**src/rmcrc_regs.vh**
```
// constants for the register map checksum monitor
// Contract
// - checksum runs only while the enable bit in the mode register is set
// - recompute continuously over every bit of registers 02h through 31h
// - only registers 02h through 31h contribute
// - serial feed, msb of lowest register first, lsb of highest last
// - mode register type bit selects the generator polynomial
// - 16-bit result kept in a readable checksum register
// - map-changed status flag sets whenever a pass changes an already valid checksum
// - flag clears on status read or status sent for idle command
// - each pass starts from seed ffffh
`ifndef RMCRC_REGS_VH
`define RMCRC_REGS_VH
`define RMCRC_ADDR_W 6
`define RMCRC_FIRST_ADDR 6'h02
`define RMCRC_LAST_ADDR 6'h31
`define RMCRC_SEED 16'hffff
`define RMCRC_POLY_CCITT 16'h1021
`define RMCRC_POLY_ANSI 16'h8005
`define RMCRC_OFF_MODE 12'h000
`define RMCRC_OFF_STATUS 12'h004
`define RMCRC_OFF_CHECKSUM 12'h008
`define RMCRC_OFF_MAP_BASE 12'h100
`define RMCRC_BIT_EN 0
`define RMCRC_BIT_TYPE 1
`define RMCRC_BIT_CHANGED 0
`define RMCRC_BIT_VALID 1
`endif

```
**src/rmcrc_map_mem.v**
```verilog
// register map storage, addresses 00h..3fh, 16-bit words, registered read ports
`timescale 1ns/1ps
module rmcrc_map_mem
(
    input wire clk,
    input wire wr_en,
    input wire [5:0] wr_addr,
    input wire [15:0] wr_data,
    input wire [5:0] rd_addr_a,
    output reg [15:0] rd_data_a,
    input wire [5:0] rd_addr_b,
    output reg [15:0] rd_data_b
);
    reg [15:0] mem [0:63];

    always @(posedge clk)
    begin
        if (wr_en)
            mem[wr_addr] <= wr_data;
        rd_data_a <= mem[rd_addr_a];
        rd_data_b <= mem[rd_addr_b];
    end
endmodule

```
**src/rmcrc_top.v**
```verilog
// register map checksum monitor with apb register access
//
// The APB slave port and the placing of the registers were chosen for this implementation.
`timescale 1ns/1ps
`include "rmcrc_regs.vh"
module rmcrc_top
(
    input wire CLK,
    input wire SYS_RST,
    input wire PSEL,
    input wire PENABLE,
    input wire PWRITE,
    input wire [11:0] PADDR,
    input wire [31:0] PWDATA,
    output wire PREADY,
    output reg [31:0] PRDATA,
    output wire PSLVERR,
    input wire IDLE_STATUS_SENT
);
    localparam S_IDLE = 2'd0;
    localparam S_PRIME = 2'd1;
    localparam S_SHIFT = 2'd2;
    localparam S_DONE = 2'd3;

    reg [1:0] state_q;
    reg [1:0] state_d;
    reg en_q;
    reg type_q;
    reg changed_q;
    reg valid_q;
    reg [15:0] checksum_q;
    reg [15:0] crc_q;
    reg [15:0] crc_d;
    reg [5:0] addr_q;
    reg [5:0] addr_d;
    reg [3:0] bit_q;
    reg [3:0] bit_d;
    reg rd_wait_q;
    reg [31:0] rdata_d;
    wire [15:0] word;
    wire [15:0] mem_rd;
    wire [15:0] poly;
    wire fb;
    wire setup;
    wire access;
    wire wr_acc;
    wire rd_acc;
    wire map_hit;
    wire map_wr;
    wire [5:0] map_idx;
    wire pass_end;
    wire mismatch;

    assign setup = PSEL & ~PENABLE;
    assign access = PSEL & PENABLE & PREADY;
    assign wr_acc = access & PWRITE;
    assign rd_acc = access & ~PWRITE;
    assign map_hit = (PADDR[11:8] == 4'h1) & (PADDR[1:0] == 2'b00);
    assign map_idx = PADDR[7:2];
    assign map_wr = wr_acc & map_hit;
    // map reads need one cycle for the registered memory port
    assign PREADY = ~(PSEL & PENABLE & ~PWRITE & map_hit) | rd_wait_q;
    assign PSLVERR = 1'b0;

    rmcrc_map_mem u_mem
    (
        .clk(CLK),
        .wr_en(map_wr),
        .wr_addr(map_idx),
        .wr_data(PWDATA[15:0]),
        .rd_addr_a(addr_q),
        .rd_data_a(word),
        .rd_addr_b(map_idx),
        .rd_data_b(mem_rd)
    );

    always @(posedge CLK or posedge SYS_RST)
    begin
        if (SYS_RST)
            rd_wait_q <= 1'b0;
        else
            rd_wait_q <= PSEL & PENABLE & ~PWRITE & map_hit & ~rd_wait_q;
    end

    // control and status registers
    always @(posedge CLK or posedge SYS_RST)
    begin
        if (SYS_RST)
        begin
            en_q <= 1'b0;
            type_q <= 1'b0;
        end
        else if (wr_acc && PADDR == `RMCRC_OFF_MODE)
        begin
            en_q <= PWDATA[`RMCRC_BIT_EN];
            type_q <= PWDATA[`RMCRC_BIT_TYPE];
        end
    end

    always @*
    begin
        rdata_d = 32'h00000000;
        if (map_hit)
            rdata_d = {16'h0000, mem_rd};
        else if (PADDR == `RMCRC_OFF_MODE)
            rdata_d = {30'h0, type_q, en_q};
        else if (PADDR == `RMCRC_OFF_STATUS)
            rdata_d = {30'h0, valid_q, changed_q};
        else if (PADDR == `RMCRC_OFF_CHECKSUM)
            rdata_d = {16'h0000, checksum_q};
    end

    always @(posedge CLK or posedge SYS_RST)
    begin
        if (SYS_RST)
            PRDATA <= 32'h00000000;
        else if (setup || (PSEL && PENABLE))
            PRDATA <= rdata_d;
    end

    // serial checksum engine
    assign poly = type_q ? `RMCRC_POLY_ANSI : `RMCRC_POLY_CCITT;
    assign fb = crc_q[15] ^ word[bit_q];
    assign pass_end = (state_q == S_DONE);
    assign mismatch = pass_end & (~valid_q | (crc_q != checksum_q));

    always @*
    begin
        state_d = state_q;
        crc_d = crc_q;
        addr_d = addr_q;
        bit_d = bit_q;
        case (state_q)
            S_IDLE:
            begin
                if (en_q)
                    state_d = S_PRIME;
                addr_d = `RMCRC_FIRST_ADDR;
            end
            S_PRIME:
            begin
                crc_d = `RMCRC_SEED;
                bit_d = 4'hf;
                state_d = S_SHIFT;
            end
            // one bit per cycle, seventeen cycles per word with the prime
            S_SHIFT:
            begin
                crc_d = {crc_q[14:0], 1'b0} ^ (fb ? poly : 16'h0000);
                bit_d = bit_q - 4'h1;
                if (bit_q == 4'h0)
                begin
                    if (addr_q == `RMCRC_LAST_ADDR)
                        state_d = S_DONE;
                    else
                    begin
                        addr_d = addr_q + 6'h01;
                        state_d = S_PRIME;
                        crc_d = {crc_q[14:0], 1'b0} ^ (fb ? poly : 16'h0000);
                    end
                end
            end
            S_DONE:
            begin
                addr_d = `RMCRC_FIRST_ADDR;
                state_d = en_q ? S_PRIME : S_IDLE;
            end
            default:
                state_d = S_IDLE;
        endcase
        if (!en_q)
            state_d = S_IDLE;
    end

    // prime reloads the seed only at the first word of a pass
    reg first_q;
    always @(posedge CLK or posedge SYS_RST)
    begin
        if (SYS_RST)
        begin
            state_q <= S_IDLE;
            crc_q <= `RMCRC_SEED;
            addr_q <= `RMCRC_FIRST_ADDR;
            bit_q <= 4'hf;
            first_q <= 1'b1;
        end
        else
        begin
            state_q <= state_d;
            addr_q <= addr_d;
            bit_q <= bit_d;
            if (state_q == S_PRIME && !first_q)
                crc_q <= crc_q;
            else
                crc_q <= crc_d;
            if (state_q == S_PRIME)
                first_q <= 1'b0;
            else if (state_q == S_DONE || state_q == S_IDLE)
                first_q <= 1'b1;
        end
    end

    // stored checksum and map-changed flag
    always @(posedge CLK or posedge SYS_RST)
    begin
        if (SYS_RST)
        begin
            checksum_q <= `RMCRC_SEED;
            valid_q <= 1'b0;
            changed_q <= 1'b0;
        end
        else
        begin
            if (pass_end)
            begin
                checksum_q <= crc_q;
                valid_q <= 1'b1;
            end
            if (mismatch && valid_q)
                changed_q <= 1'b1;
            // a status read clears only a flag that its data showed
            // a set landing between setup and access stays pending
            else if ((rd_acc && PADDR == `RMCRC_OFF_STATUS && PRDATA[`RMCRC_BIT_CHANGED]) || IDLE_STATUS_SENT)
                changed_q <= 1'b0;
        end
    end
endmodule

```
**config.mk**
```make
export PLATFORM = sky130hd
export DESIGN_NAME = rmcrc_top
export DESIGN_NICKNAME = d
export VERILOG_FILES = /design/src/rmcrc_map_mem.v /design/src/rmcrc_top.v
export VERILOG_INCLUDE_DIRS = /design/src
export SDC_FILE = /design/constraint.sdc
export NUM_CORES = 2
export LEC_CHECK = 0
export BUFFER_PORTS_ARGS = -buffer_cell sky130_fd_sc_hd__buf_2
export CELL_PAD_IN_SITES_DETAIL_PLACEMENT = 1
export CELL_PAD_IN_SITES_GLOBAL_PLACEMENT = 1
export CORE_MARGIN = 2
export CORE_UTILIZATION = 51
export DETAILED_ROUTE_END_ITERATION = 16
export HOLD_SLACK_MARGIN = 0.05
export MAX_ROUTING_LAYER = met4
export PLACE_DENSITY = 0.81
export SLEW_MARGIN = 10
export SYNTH_ARGS = -nofsm -noshare
export SYNTH_HDL_FRONTEND = slang
export SYNTH_SLANG_ARGS = --single-unit
```
**constraint.sdc**
```tcl
create_clock -name CLK -period 2.2 [get_ports CLK]
set_input_delay 0.11 -clock CLK [delete_from_list [all_inputs] [get_ports CLK]]
set_output_delay 0.11 -clock CLK [all_outputs]
set_load 0.02 [all_outputs]
```
; ---- Word level (Yosys, flattened, before mapping)
; Memories as Yosys holds them, arrays and structs flattened. A register that Yosys moved wholly into a read port is not among the register bits.
; Index checks and enable logic that the tools add are counted.
[op_classes]
n_addsub = 2
mul = 0
div_mod_pow = 0
order_cmp = 1
n_eq_ne = 11
n_shift = 0
mux = 23
n_bitwise = 21
reduce_logical = 21
[op_table]
columns = cell, count
row1 = 16-bit 2-to-1 mux, 6
row2 = 16-bit case mux with 2 select lines, 1
row3 = 16-bit != test, 1
row4 = 16-bit XOR, 1
row5 = "12-bit by 3-bit == test with 1-bit output, second input constant", 1
row6 = "12-bit by 4-bit == test with 1-bit output, second input constant", 1
row7 = 12-bit logical NOT, 1
row8 = 6-bit 2-to-1 mux, 2
row9 = 6-bit case mux with 2 select lines, 1
row10 = 1-bit bitwise AND, 11
row11 = 4-bit case mux with 2 select lines, 1
row12 = 2-bit nonzero test, 4
row13 = 1-bit 2-to-1 mux, 7
row14 = "6-bit by 1-bit adder with 6-bit output, second input constant", 1
row15 = "6-bit == test, second input constant", 1
row16 = 1-bit logical AND, 6
row17 = 2-bit 2-to-1 mux, 3
row18 = 1-bit inverter, 6
row19 = 2-bit case mux with 3 select lines, 1
row20 = "4-bit by 5-bit < comparator with 1-bit output, second input constant", 1
row21 = 1-bit binary-select mux with 4-bit select, 1
row22 = "2-bit == test, second input constant", 2
row23 = "4-bit by 1-bit == test with 1-bit output, second input constant", 1
row24 = 2-bit logical NOT, 2
row25 = other kinds (12), 16
[word_totals]
register_bits = 82
latch_bits = 0
ram_bits = 1024
romBits = 0
mem_count = 1
[mem_list]
columns = memory, depth, word_bits, rd, rd_ports_with_merged_regs, wr, line_no
row1 = u_mem.mem, 64, 16, 2, 2, 1, rmcrc_map_mem.v:14  ; reg [15:0] mem [0:63];

; ---- Logic depth before layout (Yosys ltp)
[depth]
word_depth = 12
ltp_mapped = 10
depth_no_buf = 7

; ---- Hierarchy
; Synthesis repeated with hierarchy kept, for this count alone.
[hier_totals]
hier_cells = 2933
hier_area_um2 = 52439.0
[modules_own_cells]
columns = mod, instances, cells_per_inst, area_each_um2, seq_area_each_um2
row1 = rmcrc_map_mem, 1, 2582, 48836.8, 31390.1
row2 = rmcrc_top, 1, 351, 3602.2, 1699.1

; ---- Worst setup path after synthesis
; OpenSTA, ideal clock, no wires.
[synth_path]
path_kind = input to register
from = input port PADDR[2]
to = memory u_mem.mem[13][0] (enable)
arrival_time_ns = 2.185
t_required_ns = 1.812
slack_ns = -0.374
cell_stages = 7
path_buffers = 4
path_cell_list = buf_2 buf_4 buf_2 buf_2 nor2b_1 nand2_1 nor2_1
[synth_lines]
columns = item, line_no
row1 = "start, declared", rmcrc_top.v:13  ; input wire [11:0] PADDR,
row2 = "end, declared", rmcrc_map_mem.v:14
; No word-level cell before the write port.

==> impl_metrics.tcl <==
set metrics [dict create \
    outcome "finished, violations left" \
    violations "negative setup slack" \
    use_met1 0.446 \
    max_clock_freq_ghz 0.373 \
    synth_top_family_by_area "multiplexers" \
    syn_area_mm2 0.0512 \
    synth-main-ff-cell "edfxtp_1" \
    synthMuxAreaShare 0.286 \
    avgSynthCellArea_um2 20.8 \
    drc 0 \
    cp-start-kind "register" \
    grt_pass1_vias 33600 \
    io_pins 84 \
    hpwl_mm 110 \
    synthSimpleGateAreaFrac 0.0199 \
    ys_ff_latch 1122 \
    hold_viol_final 0 \
    crit_type "register to register" \
    p_leak_nw 20.4 \
    start_util 0.513 \
    layout_setup_ws_ns -0.484 \
    setup_violations 34 \
    antenna_found_initial 10 \
    initialDrtViolationCount 5868 \
    numCtsBuffers 114 \
    cts.clk_slew.worst_paths_ns 0.07 \
    grt_first_pass_wirelength_mm 255 \
    grt_max_degree 66 \
    synth_cells 2467 \
    use_met2 0.553 \
    cts_sinks 1122 \
    drt-total-wl_mm 195 \
    slew_headroom 0.231 \
    tritoncts "built" \
    ys_seq_area_frac 0.646 \
    final_nets 2990 \
    grt_overflow_total 0 \
    vias 33200 \
    chipWidth_um 321 \
    busiest_layer "met2" \
    worst_pin_slew_ns 1.15 \
    clk_latency_ns 0.76 \
    rsz0062_at_grt "true" \
    syn2layout_area_growth_pct 21.8 \
    synth-edff-count 1024 \
    hold_ws_ns 0.0959 \
    ant_nets 0 \
    crit_required_ns 2.81 \
    async_reset_ff_frac 0.0588 \
    crit_fanout 6 \
    portBuffers 50 \
    hold_path.class "input port to register" \
    synth_adder_area_share 0.00171 \
    period_share 1.22 \
    vdd_drop_max_mv 0.624 \
    yosysWarnings 0 \
    grt.total_usage 0.367 \
    drive_above_1_share 0.498 \
    cts_root_buf "clkbuf_16" \
    layout.cells.non_filler 4334 \
    gp_congestion 0.923 \
    skew_ns 0.0590 \
    synth_compound_area_frac 0.0222 \
    finalMaxSlewViolations 0 \
    clockBufferDepth 3 \
    endpoint_kind "register" \
    row_count 116 \
    use_met3 0.107 \
    max-cap-violations 0 \
    post-route-min-period_ns 2.68 \
    dp.cells 4056 \
    worstPathArrival_ns 3.29 \
    dieArea_mm2 0.103 \
    firstDrtPassIters 6 \
    utilization 0.625 \
    wire_per_inst_um 45.1 \
    finalPower_w 0.0459 \
    viasPerCell 7.67 \
    coreArea_mm2 0.0999 \
    chipHeight_um 321 \
    synthXorXnorAreaFrac 0.00327 \
    ys_types 57 \
    power_density_mw_per_mm2 735 \
    htree_levels 3 \
]
Yosys cell counts (3+ instances only):
master / number / area (µm²)
nand2b_1: 8 / 50.1
dfxtp_1: 32 / 641
o22ai_1: 47 / 294
mux4_2: 610 / 13700
a22oi_1: 29 / 218
o21ai_0: 16 / 80.1
nand2_1: 43 / 161
o31ai_1: 3 / 22.5
and3_1: 3 / 18.8
nor2_1: 121 / 454
nor4_1: 5 / 31.3
nand3_1: 8 / 40.0
dfrtp_1: 28 / 701
or3_1: 5 / 31.3
mux2_2: 22 / 248
nor2b_1: 10 / 62.6
a21oi_1: 26 / 130
o32a_1: 3 / 30.0
a41oi_2: 3 / 48.8
buf_4: 32 / 240
nor3_1: 6 / 30.0
dfstp_2: 38 / 998
o21ai_1: 3 / 15.0
nand4_1: 3 / 18.8
edfxtp_1: 1024 / 30700
ha_1: 7 / 87.6
mux2i_1: 67 / 671
and2_1: 6 / 37.5
a31oi_1: 16 / 100
clkbuf_1: 66 / 248
xor2_1: 16 / 140
inv_1: 19 / 71.3
buf_6: 6 / 67.6
o221ai_1: 3 / 26.3
buf_1: 32 / 120
buf_2: 66 / 330
a211oi_1: 10 / 75.1
flip-flops by register name (all words and copies together), names as in the netlist, 2 cells and up:
register / count
crc_q: 16
bit_q: 4
addr_q: 6
checksum_q: 16
u_mem.rd_data_b: 16
state_q: 2
u_mem.rd_data_a: 16
PRDATA: 16
u_mem.mem: 1024
path summary, 6_finish.rpt:
path	startpoint	to	slack [ns]	depth (start not counted)
setup / recovery	addr_q[1]	u_mem.rd_data_a[6]	-0.48	9
hold / removal	PWDATA[10]	u_mem.mem[35][10]	0.1	1
setup reg to reg	addr_q[1]	u_mem.rd_data_a[6]	-0.48	9
hold reg to reg	first_q	first_q	0.49	2
max in group asynchronous	SYS_RST	bit_q[2]	1.54	4
min in group asynchronous	SYS_RST	crc_q[15]	0.25	3
repair_timing:
item                                    4_1_cts  5_1_grt
endpoints found under the hold margin       356        0
pin swaps                                    22       16
endpoints found under the setup margin       29       48
resized for setup                            85       75
hold buffers                                 18        0
setup buffers                                22       15
cloned                                        4        6
kinds of logic (layout without fill, tap and decap cells):
logic type,count (synthesis),in the layout
multiplexers,699,699
flip-flops,1122,1122
XOR/XNOR,17,17
AO/OA/AOI/OAI,170,170
buffers and inverters,223,766
other,1,27
AND/OR/NAND/NOR,228,228
adder cells (fa/ha/maj),7,7
area by class of cell:
class,count,area (µm²)
diodes,10,25.0
clock buffers,145,3030
clock inverters,64,637
fillers,8119,37400
inverters,20,78.8
multi-input cells,1138,17700
flip-flops and latches,1122,33100
well taps,1298,1620
repair buffers,537,6200
layout by cell type, fill, tap and decap left out, drive strengths merged, types with 3 or more instances in the layout:
cell / n
o221ai: 3
mux2i: 67
ha: 7
a31oi: 16
and3: 3
buf: 513
diode: 10
o21ai: 19
xor2: 16
inv: 25
clkinvlp: 7
dfrtp: 28
clkbuf: 150
o22ai: 47
o32a: 3
nand3: 8
nor2b: 10
or3: 5
nand4: 3
nor4: 5
conb: 17
nand2: 43
edfxtp: 1024
a21oi: 26
o31ai: 3
mux2: 22
nor3: 6
nand2b: 8
dlygate4sd3: 18
and2: 7
a41oi: 3
bufinv: 10
nor2: 121
clkinv: 42
a22oi: 29
a211oi: 10
mux4: 610
dfstp: 38
dfxtp: 32
power by group:
part / internal (W) / switching [W]
Clock: 0.0109 / 0.00897
Sequential: 0.0233 / 0.0000546
Combinational: 0.00104 / 0.00158
Total: 0.0353 / 0.0106
routing by layer:
layer / wire length [µm] / share of wire / vias to the layer above
li1: - / - / 11600
met1: 62400 / 0.32 / 17200
met2: 90000 / 0.46 / 3471
met3: 26900 / 0.14 / 952
met4: 15900 / 0.082 / 0
met5: 0 / 0 / -
critical path: stages, from the launching register on:
cell        delay [ns]
dfstp_4           0.73
buf_12            0.17
buf_6             0.12
clkinvlp_4        0.17
buf_4             0.21
and2_1            0.16
a211oi_1          0.36
buf_4             0.19
a211oi_2          0.07
o32a_1            0.36
through the flow:
stage | cell area (µm²) | worst slack (ns) | setup TNS (ns)
finish | 62400 | -0.484 | -9.58
global route | 62400 | -0.441 | -9.76
CTS | 61800 | -0.352 | -6.56
detailed placement | 57300 | -0.672 | -12.47
global placement | 57300 | -0.601 | -10.47
floorplan | 51400 | -0.226 | -167.24
Power figures use the tool's default switching activity.
